===== config.mk =====
export PLATFORM = sky130hd
export DESIGN_NAME = cpcr_regs
export DESIGN_NICKNAME = d
export VERILOG_FILES = /design/src/pkg/cpcr_pkg.sv /design/src/verilog/cpcr_addr_filt.sv /design/src/verilog/cpcr_clkdiv.sv /design/src/verilog/cpcr_regs.sv
export SDC_FILE = /design/constraint.sdc
export NUM_CORES = 1
export LEC_CHECK = 0
export BUFFER_PORTS_ARGS = -buffer_cell sky130_fd_sc_hd__clkbuf_2
export CORE_MARGIN = 1
export CORE_UTILIZATION = 28
export DETAILED_ROUTE_END_ITERATION = 16
export HOLD_SLACK_MARGIN = 0.15
export PLACE_DENSITY = 0.55
export SYNTH_ARGS = -nofsm -noshare
export SYNTH_HDL_FRONTEND = slang
export SYNTH_SLANG_ARGS = --single-unit
export TNS_END_PERCENT = 50

===== constraint.sdc =====
create_clock -name CLK_I -period 4.65 [get_ports CLK_I]
set_clock_uncertainty 0.15 [all_clocks]
set_input_delay 0.93 -clock CLK_I [delete_from_list [all_inputs] [get_ports CLK_I]]
set_output_delay 0.93 -clock CLK_I [all_outputs]
set_load 0.05 [all_outputs]

===== src/pkg/cpcr_pkg.sv =====
// Operation
// - enable bit drives clock out, resets one
// - divisor zero passes crystal clock through
// - nonzero divisor gives crystal over 2N
// - divisor resets fifteen, output enabled
// - reserved bits zero, written as zero
// - manchester enable bit, resets cleared
// - fixed format: exact payload length
// - variable format: rx maximum, tx ignored
// - node address register for rx filtering
// - filter: off, node, +00, +00/FF
// - length format bit selects variable, resets zero
package cpcr_pkg;

  // ----------------------------------------
  // register map (index, byte address = 4 x index)
  // ----------------------------------------
  localparam int ADDR_W = 10;
  localparam logic [7:0] CLKOUT_IDX = 8'h1B;
  localparam logic [7:0] PAYLOAD_IDX = 8'h1C;
  localparam logic [7:0] NODE_IDX = 8'h1D;
  localparam logic [7:0] PKTCFG_IDX = 8'h1E;
  localparam logic [7:0] STATUS_IDX = 8'h20;

  // ----------------------------------------
  // fields
  // ----------------------------------------
  localparam int CLKEN_BIT = 7;
  localparam int DIV_LSB = 2;
  localparam int DIV_W = 5;
  localparam int MANCH_BIT = 7;
  localparam int LEN_W = 7;
  localparam int LENF_BIT = 7;
  localparam int AFM_LSB = 1;
  localparam int RUN_BIT = 24;

  // ----------------------------------------
  // reset values
  // ----------------------------------------
  localparam logic [7:0] CLKOUT_RST = 8'hBC;
  localparam logic [7:0] CLKOUT_RSV_MASK = 8'h03;
  localparam logic [7:0] PAYLOAD_RST = 8'h00;
  localparam logic [7:0] NODE_RST = 8'h00;
  localparam logic [7:0] PKTCFG_RST = 8'h00;
  localparam logic [4:0] DIV_RST = 5'h0F;
  localparam logic [7:0] BCAST_ZERO = 8'h00;
  localparam logic [7:0] BCAST_ONES = 8'hFF;

  typedef enum logic [1:0] {
    AFM_OFF,
    AFM_NODE,
    AFM_NODE_ZERO,
    AFM_NODE_BOTH
  } cpcr_afm_t;

endpackage


===== src/verilog/cpcr_addr_filt.sv =====
`timescale 1ns/100ps
module cpcr_addr_filt
  import cpcr_pkg::*;
(
  // clock and reset
  input wire logic clk_i,
  input wire logic rst_i,
  // settings
  input wire logic [1:0] mode_i,
  input wire logic [7:0] node_i,
  // address byte in
  input wire logic valid_i,
  input wire logic [7:0] addr_i,
  // verdict
  output logic accept_o,
  output logic reject_o
);
  function automatic logic addr_match(input logic [1:0] m, input logic [7:0] n,
                                      input logic [7:0] a);
    case (cpcr_afm_t'(m))
      AFM_OFF: addr_match = 1'b1;
      AFM_NODE: addr_match = (a == n);
      AFM_NODE_ZERO: addr_match = (a == n) || (a == BCAST_ZERO);
      AFM_NODE_BOTH: addr_match = (a == n) || (a == BCAST_ZERO) || (a == BCAST_ONES);
      default: addr_match = 1'b0;
    endcase
  endfunction

  always_ff @(posedge clk_i or posedge rst_i) begin
    if (rst_i) begin
      accept_o <= 1'b0;
      reject_o <= 1'b0;
    end else begin
      accept_o <= valid_i && addr_match(mode_i, node_i, addr_i);
      reject_o <= valid_i && !addr_match(mode_i, node_i, addr_i);
    end
  end

  chk_verdict_once: assert property (@(posedge clk_i) disable iff (rst_i)
    valid_i |=> accept_o != reject_o) else $error("no single verdict");
  chk_node_pass: assert property (@(posedge clk_i) disable iff (rst_i)
    valid_i && addr_i == node_i |=> accept_o) else $error("own node rejected");
  chk_ff_reject: assert property (@(posedge clk_i) disable iff (rst_i)
    valid_i && mode_i != 2'h3 && mode_i != 2'h0 && addr_i == 8'hFF && node_i != 8'hFF
    |=> reject_o) else $error("FF wrongly accepted");
endmodule // cpcr_addr_filt


===== src/verilog/cpcr_clkdiv.sv =====
`timescale 1ns/100ps
module cpcr_clkdiv
  import cpcr_pkg::*;
#(
  parameter int DW = DIV_W
) (
  // clock and reset
  input wire logic clk_i,
  input wire logic rst_i,
  // settings
  input wire logic en_i,
  input wire logic [DW-1:0] div_i,
  // clock out
  output logic clk_o,
  output logic running_o
);
  initial if (DW < 1 || DW > 8) $error("cpcr_clkdiv: bad DW");

  logic [DW-1:0] cnt_reg;
  logic [DW-1:0] act_div_reg;
  logic act_en_reg;
  logic tgl_reg;
  logic dividing;
  logic half_end;
  logic reload;

  always_comb begin
    dividing = act_en_reg && (act_div_reg != '0);
    half_end = dividing && (cnt_reg == act_div_reg - 1'b1);
    reload = !dividing || (half_end && tgl_reg);
  end

  // while dividing, new settings only at the end of a low-high pair; when off or bypassed, every cycle
  always_ff @(posedge clk_i or posedge rst_i) begin
    if (rst_i) begin
      cnt_reg <= '0;
      tgl_reg <= 1'b0;
      act_en_reg <= CLKOUT_RST[CLKEN_BIT];
      act_div_reg <= DW'(DIV_RST);
    end else if (reload) begin
      act_en_reg <= en_i;
      act_div_reg <= div_i;
      cnt_reg <= '0;
      tgl_reg <= 1'b0;
    end else if (half_end) begin
      cnt_reg <= '0;
      tgl_reg <= 1'b1;
    end else begin
      cnt_reg <= cnt_reg + 1'b1;
    end
  end

  logic byp_sel_reg;

  // mux select moves only while the crystal is low, so no runt pulse
  always_ff @(negedge clk_i or posedge rst_i) begin
    if (rst_i) begin
      byp_sel_reg <= 1'b0;
    end else begin
      byp_sel_reg <= act_en_reg && (act_div_reg == '0);
    end
  end

  // bypass passes the crystal itself
  assign clk_o = byp_sel_reg ? clk_i : tgl_reg;
  assign running_o = act_en_reg;

  chk_half_toggle: assert property (@(posedge clk_i) disable iff (rst_i)
    half_end |=> tgl_reg != $past(tgl_reg)) else $error("half period missed");
  chk_off_low: assert property (@(posedge clk_i) disable iff (rst_i)
    !act_en_reg |-> !tgl_reg) else $error("clock out active while off");
  chk_reload_edge: assert property (@(posedge clk_i) disable iff (rst_i)
    $changed(act_div_reg) |-> $past(reload) && !tgl_reg) else $error("divisor glitch");
endmodule // cpcr_clkdiv


===== src/verilog/cpcr_regs.sv =====
// Decided for this implementation: the APB interface to the registers.
`timescale 1ns/100ps
module cpcr_regs
  import cpcr_pkg::*;
#(
  parameter int CNT_W = 8
) (
  // clock and reset
  input wire logic CLK_I,
  input wire logic RST_I,

  // apb slave
  input wire logic PSEL_I,
  input wire logic PENABLE_I,
  input wire logic PWRITE_I,
  input wire logic [ADDR_W-1:0] PADDR_I,
  input wire logic [31:0] PWDATA_I,
  output logic [31:0] PRDATA_O,
  output logic PREADY_O,
  output logic PSLVERR_O,

  // clock output pin
  output logic CLKOUT_O,

  // packet settings to the modem
  output logic MANCH_EN_O,
  output logic VAR_LEN_O,
  output logic [LEN_W-1:0] TX_LEN_O,
  output logic TX_LEN_USED_O,
  output logic [LEN_W-1:0] RX_LEN_LIMIT_O,

  // receive address byte
  input wire logic RX_ADDR_VALID_I,
  input wire logic [7:0] RX_ADDR_I,
  output logic RX_ADDR_ACCEPT_O,
  output logic RX_ADDR_REJECT_O,

  // receive length byte
  input wire logic RX_LEN_VALID_I,
  input wire logic [7:0] RX_LEN_I,
  output logic RX_LEN_OK_O,
  output logic RX_LEN_ERR_O
);

  initial if (CNT_W < 1 || CNT_W > 8) $error("cpcr_regs: bad CNT_W");

  // ----------------------------------------
  // address decode
  // ----------------------------------------
  function automatic logic addr_is(input logic [ADDR_W-1:0] a, input logic [7:0] idx);
    addr_is = (a == {idx, 2'b00});
  endfunction

  logic sel_clk;
  logic sel_pay;
  logic sel_node;
  logic sel_pkt;
  logic sel_stat;
  logic addr_hit;
  logic wr_acc;
  logic rd_setup;

  always_comb begin
    sel_clk = addr_is(PADDR_I, CLKOUT_IDX);
    sel_pay = addr_is(PADDR_I, PAYLOAD_IDX);
    sel_node = addr_is(PADDR_I, NODE_IDX);
    sel_pkt = addr_is(PADDR_I, PKTCFG_IDX);
    sel_stat = addr_is(PADDR_I, STATUS_IDX);
    addr_hit = sel_clk || sel_pay || sel_node || sel_pkt || sel_stat;
    wr_acc = PSEL_I && PENABLE_I && PWRITE_I && addr_hit;
    rd_setup = PSEL_I && !PENABLE_I && !PWRITE_I;
  end

  // zero wait states: every access completes in its first access cycle
  assign PREADY_O = 1'b1;
  assign PSLVERR_O = PSEL_I && PENABLE_I && !addr_hit;

  // ----------------------------------------
  // clock output control
  // ----------------------------------------
  logic [7:0] clkctl_reg;

  always_ff @(posedge CLK_I or posedge RST_I) begin
    if (RST_I) begin
      clkctl_reg <= CLKOUT_RST;
    end else if (wr_acc && sel_clk) begin
      // reserved bits never store a one
      clkctl_reg <= PWDATA_I[7:0] & ~CLKOUT_RSV_MASK;
    end
  end

  logic clk_en;
  logic [DIV_W-1:0] clk_div;
  logic clk_running;

  assign clk_en = clkctl_reg[CLKEN_BIT];
  assign clk_div = clkctl_reg[DIV_LSB +: DIV_W];

  cpcr_clkdiv #(
    .DW(DIV_W)
  ) u_clkdiv (
    .clk_i(CLK_I),
    .rst_i(RST_I),
    .en_i(clk_en),
    .div_i(clk_div),
    .clk_o(CLKOUT_O),
    .running_o(clk_running)
  );

  // ----------------------------------------
  // payload config
  // ----------------------------------------
  logic [7:0] payload_reg;

  always_ff @(posedge CLK_I or posedge RST_I) begin
    if (RST_I) begin
      payload_reg <= PAYLOAD_RST;
    end else if (wr_acc && sel_pay) begin
      payload_reg <= PWDATA_I[7:0];
    end
  end

  logic manch_en;
  logic [LEN_W-1:0] pay_len;

  assign manch_en = payload_reg[MANCH_BIT];
  assign pay_len = payload_reg[LEN_W-1:0];

  // ----------------------------------------
  // node address
  // ----------------------------------------
  logic [7:0] node_reg;

  always_ff @(posedge CLK_I or posedge RST_I) begin
    if (RST_I) begin
      node_reg <= NODE_RST;
    end else if (wr_acc && sel_node) begin
      node_reg <= PWDATA_I[7:0];
    end
  end

  // ----------------------------------------
  // packet config (format and filter mode)
  // ----------------------------------------
  logic [7:0] pktcfg_reg;
  logic [7:0] pktcfg_mask;

  // only the format and filter bits are held here; the rest read zero
  assign pktcfg_mask = 8'h86;

  always_ff @(posedge CLK_I or posedge RST_I) begin
    if (RST_I) begin
      pktcfg_reg <= PKTCFG_RST;
    end else if (wr_acc && sel_pkt) begin
      pktcfg_reg <= PWDATA_I[7:0] & pktcfg_mask;
    end
  end

  logic var_len;
  logic [1:0] filt_mode;

  assign var_len = pktcfg_reg[LENF_BIT];
  assign filt_mode = pktcfg_reg[AFM_LSB +: 2];

  // ----------------------------------------
  // settings to the modem
  // ----------------------------------------
  always_ff @(posedge CLK_I or posedge RST_I) begin
    if (RST_I) begin
      MANCH_EN_O <= 1'b0;
      VAR_LEN_O <= 1'b0;
      TX_LEN_O <= '0;
      TX_LEN_USED_O <= 1'b1;
      RX_LEN_LIMIT_O <= '0;
    end else begin
      MANCH_EN_O <= manch_en;
      VAR_LEN_O <= var_len;
      TX_LEN_O <= pay_len;
      TX_LEN_USED_O <= !var_len;
      RX_LEN_LIMIT_O <= pay_len;
    end
  end

  // ----------------------------------------
  // address filter
  // ----------------------------------------
  cpcr_addr_filt u_filt (
    .clk_i(CLK_I),
    .rst_i(RST_I),
    .mode_i(filt_mode),
    .node_i(node_reg),
    .valid_i(RX_ADDR_VALID_I),
    .addr_i(RX_ADDR_I),
    .accept_o(RX_ADDR_ACCEPT_O),
    .reject_o(RX_ADDR_REJECT_O)
  );

  // ----------------------------------------
  // receive length check
  // ----------------------------------------
  logic len_fits;
  logic [7:0] len_ext;

  always_comb begin
    len_ext = {1'b0, pay_len};
    if (var_len) begin
      len_fits = (RX_LEN_I <= len_ext);
    end else begin
      len_fits = (RX_LEN_I == len_ext);
    end
  end

  always_ff @(posedge CLK_I or posedge RST_I) begin
    if (RST_I) begin
      RX_LEN_OK_O <= 1'b0;
      RX_LEN_ERR_O <= 1'b0;
    end else begin
      RX_LEN_OK_O <= RX_LEN_VALID_I && len_fits;
      RX_LEN_ERR_O <= RX_LEN_VALID_I && !len_fits;
    end
  end

  // ----------------------------------------
  // status counters
  // ----------------------------------------
  logic [CNT_W-1:0] acc_cnt_reg;
  logic [CNT_W-1:0] rej_cnt_reg;
  logic [CNT_W-1:0] lerr_cnt_reg;
  logic stat_clr;

  // counters saturate so a long run never wraps to a small value
  assign stat_clr = wr_acc && sel_stat;

  always_ff @(posedge CLK_I or posedge RST_I) begin
    if (RST_I) begin
      acc_cnt_reg <= '0;
    end else if (stat_clr) begin
      acc_cnt_reg <= RX_ADDR_ACCEPT_O ? CNT_W'(1) : '0;
    end else if (RX_ADDR_ACCEPT_O && acc_cnt_reg != '1) begin
      acc_cnt_reg <= acc_cnt_reg + 1'b1;
    end
  end

  always_ff @(posedge CLK_I or posedge RST_I) begin
    if (RST_I) begin
      rej_cnt_reg <= '0;
    end else if (stat_clr) begin
      rej_cnt_reg <= RX_ADDR_REJECT_O ? CNT_W'(1) : '0;
    end else if (RX_ADDR_REJECT_O && rej_cnt_reg != '1) begin
      rej_cnt_reg <= rej_cnt_reg + 1'b1;
    end
  end

  always_ff @(posedge CLK_I or posedge RST_I) begin
    if (RST_I) begin
      lerr_cnt_reg <= '0;
    end else if (stat_clr) begin
      lerr_cnt_reg <= RX_LEN_ERR_O ? CNT_W'(1) : '0;
    end else if (RX_LEN_ERR_O && lerr_cnt_reg != '1) begin
      lerr_cnt_reg <= lerr_cnt_reg + 1'b1;
    end
  end

  // ----------------------------------------
  // read data
  // ----------------------------------------
  logic [31:0] rd_next;

  always_comb begin
    rd_next = '0;
    if (sel_clk) begin
      rd_next[7:0] = clkctl_reg;
    end else if (sel_pay) begin
      rd_next[7:0] = payload_reg;
    end else if (sel_node) begin
      rd_next[7:0] = node_reg;
    end else if (sel_pkt) begin
      rd_next[7:0] = pktcfg_reg;
    end else if (sel_stat) begin
      rd_next[CNT_W-1:0] = acc_cnt_reg;
      rd_next[8 +: CNT_W] = rej_cnt_reg;
      rd_next[16 +: CNT_W] = lerr_cnt_reg;
      rd_next[RUN_BIT] = clk_running;
    end
  end

  // captured in setup so the access phase sees settled data
  always_ff @(posedge CLK_I or posedge RST_I) begin
    if (RST_I) begin
      PRDATA_O <= '0;
    end else if (rd_setup) begin
      PRDATA_O <= rd_next;
    end
  end

  // ----------------------------------------
  // checks
  // ----------------------------------------
  chk_rsv_zero: assert property (@(posedge CLK_I) disable iff (RST_I)
    (clkctl_reg & CLKOUT_RSV_MASK) == 8'h00) else $error("reserved bits set");

  chk_clk_write: assert property (@(posedge CLK_I) disable iff (RST_I)
    wr_acc && sel_clk |=> clkctl_reg[7] == $past(PWDATA_I[7]))
    else $error("enable not stored");

  chk_off_quiet: assert property (@(posedge CLK_I) disable iff (RST_I)
    !clk_running |-> !CLKOUT_O) else $error("clock out not held low");

  chk_manch_follow: assert property (@(posedge CLK_I) disable iff (RST_I)
    wr_acc && sel_pay ##1 1'b1 |=> MANCH_EN_O == payload_reg[7])
    else $error("manchester enable lags");

  chk_tx_len_use: assert property (@(posedge CLK_I) disable iff (RST_I)
    $rose(var_len) |=> !TX_LEN_USED_O) else $error("tx length used in variable");

  chk_len_var: assert property (@(posedge CLK_I) disable iff (RST_I)
    RX_LEN_VALID_I && var_len && RX_LEN_I > {1'b0, pay_len} |=> RX_LEN_ERR_O)
    else $error("oversize length accepted");

  chk_len_fixed: assert property (@(posedge CLK_I) disable iff (RST_I)
    RX_LEN_VALID_I && !var_len && RX_LEN_I == {1'b0, pay_len} |=> RX_LEN_OK_O)
    else $error("exact length refused");

  chk_filt_off: assert property (@(posedge CLK_I) disable iff (RST_I)
    RX_ADDR_VALID_I && filt_mode == 2'h0 |=> RX_ADDR_ACCEPT_O)
    else $error("filter off rejected");

  chk_node_write: assert property (@(posedge CLK_I) disable iff (RST_I)
    wr_acc && sel_node |=> node_reg == $past(PWDATA_I[7:0]))
    else $error("node address not stored");

  chk_unmapped_err: assert property (@(posedge CLK_I) disable iff (RST_I)
    PSEL_I && PENABLE_I && !addr_hit |-> PSLVERR_O && PREADY_O)
    else $error("unmapped access not flagged");

  chk_stat_clear: assert property (@(posedge CLK_I) disable iff (RST_I)
    stat_clr |=> acc_cnt_reg == ($past(RX_ADDR_ACCEPT_O) ? CNT_W'(1) : '0))
    else $error("counter clear wrong");

endmodule // cpcr_regs

## Word level (Yosys, flattened, before mapping)

Cells that the tools add are included.

- Bits in registers: 101
- Bits of input ports: 65
- Output and inout bits: 56

- Add/sub/neg operators: 5
- $lt $le $gt $ge: 1
- Eq/ne operators: 15
- Muxes and demuxes: 25
- Reductions and logical operators: 44

Operators by type and width:

| kind | count |
|---|---|
| $mux W8 | 10 |
| $mux W17 | 4 |
| $eq A10 B7 Y1 const B | 4 |
| $mux W25 | 1 |
| $add A8 B1 Y8 const B | 3 |
| $ne A8 B8 Y1 const B | 3 |
| $logic_and A1 B1 Y1 | 22 |
| $eq A10 B8 Y1 const B | 1 |
| $mux W5 | 2 |
| $eq A8 B7 Y1 | 1 |
| $eq A8 B8 Y1 | 1 |
| $eq A8 B8 Y1 const B | 1 |
| $le A8 B7 Y1 | 1 |
| $logic_not A8 Y1 | 1 |
| $reduce_bool A2 Y1 | 4 |
| $logic_not A1 Y1 | 7 |
| $logic_or A1 B1 Y1 | 7 |
| $mux W1 | 7 |
| $add A5 B1 Y5 const B | 1 |
| $eq A5 B5 Y1 | 1 |
| $logic_not A5 Y1 | 1 |
| $reduce_bool A5 Y1 | 1 |
| $sub A5 B1 Y5 const B | 1 |
| $eq A2 B2 Y1 const B | 2 |
| other kinds (3) | 3 |

## Longest topological paths before layout

- Word-level depth: 8
- Gate-level depth with buffers: 7

## Modules after synthesis

From an unflattened synthesis, not the netlist that was laid out.

- Cell total of the unflattened synthesis: 481
- Area total of the unflattened synthesis: 5265.0 um^2

Modules (own cells, without submodules):

| module | instances | cells an instance | area each (um^2) |
|---|---|---|---|
| cpcr_regs | 1 | 394 | 4315.4 |
| cpcr_clkdiv | 1 | 62 | 745.7 |
| cpcr_addr_filt | 1 | 25 | 203.9 |

==> results.sh <==
export IMPL_grt_max_degree=60
export IMPL_synth_top_area_cell="dfrtp_1"
export IMPL_synth_edf_count=0
export IMPL_timing_hold_worst_start="payload_reg[2]"
export IMPL_synth_top_family_by_area="simple AND/OR/NAND/NOR gates"
export IMPL_cts_setup_buffers=0
export IMPL_final_common_cell="dfrtp_1"
export IMPL_syn_to_final_growth_pct=19.1
export IMPL_yosys_area_share_adder_pct=2.98
export IMPL_cts_tree="done"
export IMPL_met1_usage_pct=17.3
export IMPL_synthFlopType="dfrtp_1"
export IMPL_dpl_cell_area_um2=5600
export IMPL_layoutNonFillerInstCount=764
export IMPL_fill_cells=1761
export IMPL_finalSetupViolCount=1
export IMPL_cpMaxStageDelayCell="dfrtn_1"
export IMPL_startpoint_type="flop"
export IMPL_core_area_um2=17400
export IMPL_synth_warning_count=0
export IMPL_rrSetupSlack_ns=1.03
export IMPL_holdPathEnd="RX_LEN_LIMIT_O[2]"
export IMPL_grt_pass1_vias=3823
export IMPL_numPlacedInstances=745
export IMPL_grt_pass1_wl_mm=19.6
export IMPL_use_met2_pct=22.1
export IMPL_synthMuxAreaShare_pct=8.31
export IMPL_ys_types=68
export IMPL_synth_area_per_cell_um2=11.2
export IMPL_vias=3697
export IMPL_crit_chain="mux2_4 > clkbuf_16"
export IMPL_ant_nets=0
export IMPL_diodes=0
export IMPL_dieArea_um2=18500
export IMPL_synth_seq_cells=101
export IMPL_reg2reg_from="u_clkdiv.act_div_reg[0]"
export IMPL_holdWs_ns=0.249
export IMPL_antenna_found_initial=0
export IMPL_path_class="reg2out"
export IMPL_route_detailed_drc=0
export IMPL_rows=48
export IMPL_reg2regPathDepth=4
export IMPL_drv_slew=0
export IMPL_wl_per_cell_um=15.3
export IMPL_mostFrequentLayoutCells="dfrtp_1 (89), clkbuf_2 (87), nor2_1 (36), mux2_2 (29), nand2_1 (21)"
export IMPL_grt_overflow=0
export IMPL_yosysSeqAreaShare_pct=50.4
export IMPL_crit_arrival_ns=3.72
export IMPL_portBuffers=88
export IMPL_hold_viol=0
export IMPL_path_buf_inv=1
export IMPL_worst_pin_slew_ns=0.754
export IMPL_layout_drive_gt1_share_pct=31.5
export IMPL_layout_nets=611
export IMPL_largest_reg_flops=25
export IMPL_cts_hold_buffers=0
export IMPL_violations="setup timing"
export IMPL_p_leak_nw=2.80
export IMPL_synth_xor_xnor_area_share_pct=5.21
export IMPL_synthArstFlopShare_pct=100
export IMPL_drt_pass1_iter_count=4
export IMPL_gr_usage_met3_pct=3.84
export IMPL_whs_path_depth=0
export IMPL_die_x_um=136
export IMPL_regMostFlops="PRDATA_O"
export IMPL_netlist_instances=450
export IMPL_rsz0062_at_grt="true"
export IMPL_place_gp_congestion=0.857
export IMPL_ios=121
export IMPL_worstPathRequired_ns=3.57
export IMPL_end_kind="output pin"
export IMPL_cp_top_family="flip-flops"
export IMPL_status="finished, violations left"
export IMPL_r2r_end="u_clkdiv.byp_sel_reg"
export IMPL_slowest_delay_ns=0.41
export IMPL_yosys_area_share_simple_pct=14.9
export IMPL_grt_busiest_layer="met2"
export IMPL_initial_core_util_pct=29.0
export IMPL_chipHeight_um=136
export IMPL_synth_compound_area_share_pct=12.0
export IMPL_maxCapViolations=0
export IMPL_clkLatencyLatePin_ns=0.45
export IMPL_vdd_ir_drop_max_v=0.000213
export IMPL_path_clk_slew_ns=0.07
export IMPL_via_per_inst=4.84
export IMPL_synthDominantCellAreaShare_pct=44.2
export IMPL_min_path_type="reg2reg"
export IMPL_place_detailed_hpwl_mm=8.72
export IMPL_crit_fanout=1
export IMPL_routed_wl_mm=11.7
export IMPL_slew_headroom_pct=49.3
export IMPL_fin_area_um2=6010
export IMPL_dr_first_iter_drc_count=171
export IMPL_fin_ws_ns=-0.148
export IMPL_synth_area_top_cells="dfrtp_1 (44%), mux2_2 (6.7%), dfstp_2 (5.7%)"
export IMPL_power_density_nw_per_um2=372
export IMPL_syn_area_um2=5040
export IMPL_grt_usage_pct=13.7
-- worst reg2reg max path: cells and delay by family (launching register included) --
family / cells / cell delay (ns)
adders and majority gates: 1 / 0.25
and+or+nand+nor: 2 / 0.15
buffers and inverters: 1 / 0.05
DFF: 1 / 0.56
-- kinds of logic after synthesis --
group | after synthesis
and+or+nand+nor | 135
DFF | 101
AOI/OAI and AO/OA | 82
buffers and inverters | 50
muxes | 38
xor gates and xnor gates | 30
adders and majority gates | 12
other | 2
-- layer usage --
metal,vias up,share of wire (%)
met4,0,1.6
met3,15,5.4
met2,125,48
li1,1762,-
met1,1795,45
met5,-,0
-- cell usage after synthesis (2+ instances only) --
cell and number:
o22ai_1 5, and2_1 3, inv_1 21, a22o_2 7, a22o_1 11, nor3_1 8
a211oi_1 2, a21o_1 2, nor2_4 3, a21oi_1 8, ha_1 12, buf_6 6
nor4_4 2, nor2_1 36, xnor2_1 17, and3_1 4, o211ai_1 3, nand4_1 6
dfrtp_1 89, nor4_1 4, buf_4 17, mux2_2 30, xor2_1 13, a31oi_1 4
o21ai_0 14, nand3_1 18, o221ai_1 3, nand2b_1 12, or3_1 2, buf_2 2
o31ai_1 2, mux2i_1 7, dfstp_2 11, a22oi_1 8, o311ai_0 2, nand2_1 21
conb_1 2, nor2b_1 2, nand4b_1 2
-- where the power goes --
group          total (mW)  leakage [nW]  internal, mW  switching, mW
sequential           1.05          1.30         0.951          0.103
combinational       0.271          1.30         0.114          0.157
clock               0.911         0.203         0.560          0.351
-- repair_timing --
action                                  CTS  global route
gates cloned                              0             0
resized for setup                         4             0
endpoints found under the setup margin    1             1
pin swaps                                 0             0
-- stage by stage --
step                setup slack, ns  utilization, %  TNS (ns)  power (mW)
floorplan                     0.147               -         0        1.26
global placement              0.327            32.1         0        1.33
detailed placement            0.320            32.1         0        1.34
CTS                          -0.163            34.5    -0.163        2.26
global route                 -0.183            34.5    -0.183        2.35
finish                       -0.148            34.5    -0.148        2.24
-- how the worst max path moves through the flow --
stage                                    start                   end  slack (ns)  cells after the start
final                     u_clkdiv.byp_sel_reg              CLKOUT_O       -0.15                      2
after detailed placement  u_clkdiv.byp_sel_reg              CLKOUT_O        0.32                      2
after floorplan                          RST_I  u_clkdiv.byp_sel_reg        0.15                      1
after CTS                 u_clkdiv.byp_sel_reg              CLKOUT_O       -0.16                      2
after global routing      u_clkdiv.byp_sel_reg              CLKOUT_O       -0.18                      2
after global placement    u_clkdiv.byp_sel_reg              CLKOUT_O        0.33                      2
-- layout make-up --
cell class,count,area [um^2],area share [%]
multi-input combinational,305,2220,37.0
inverter,22,86.3,1.44
clock inverter,4,55.1,0.916
sequential,101,2540,42.3
timing repair buffer,91,465,7.75
clock buffer,16,357,5.94
tap,225,282,4.69
(Power assumes the default switching activity.)
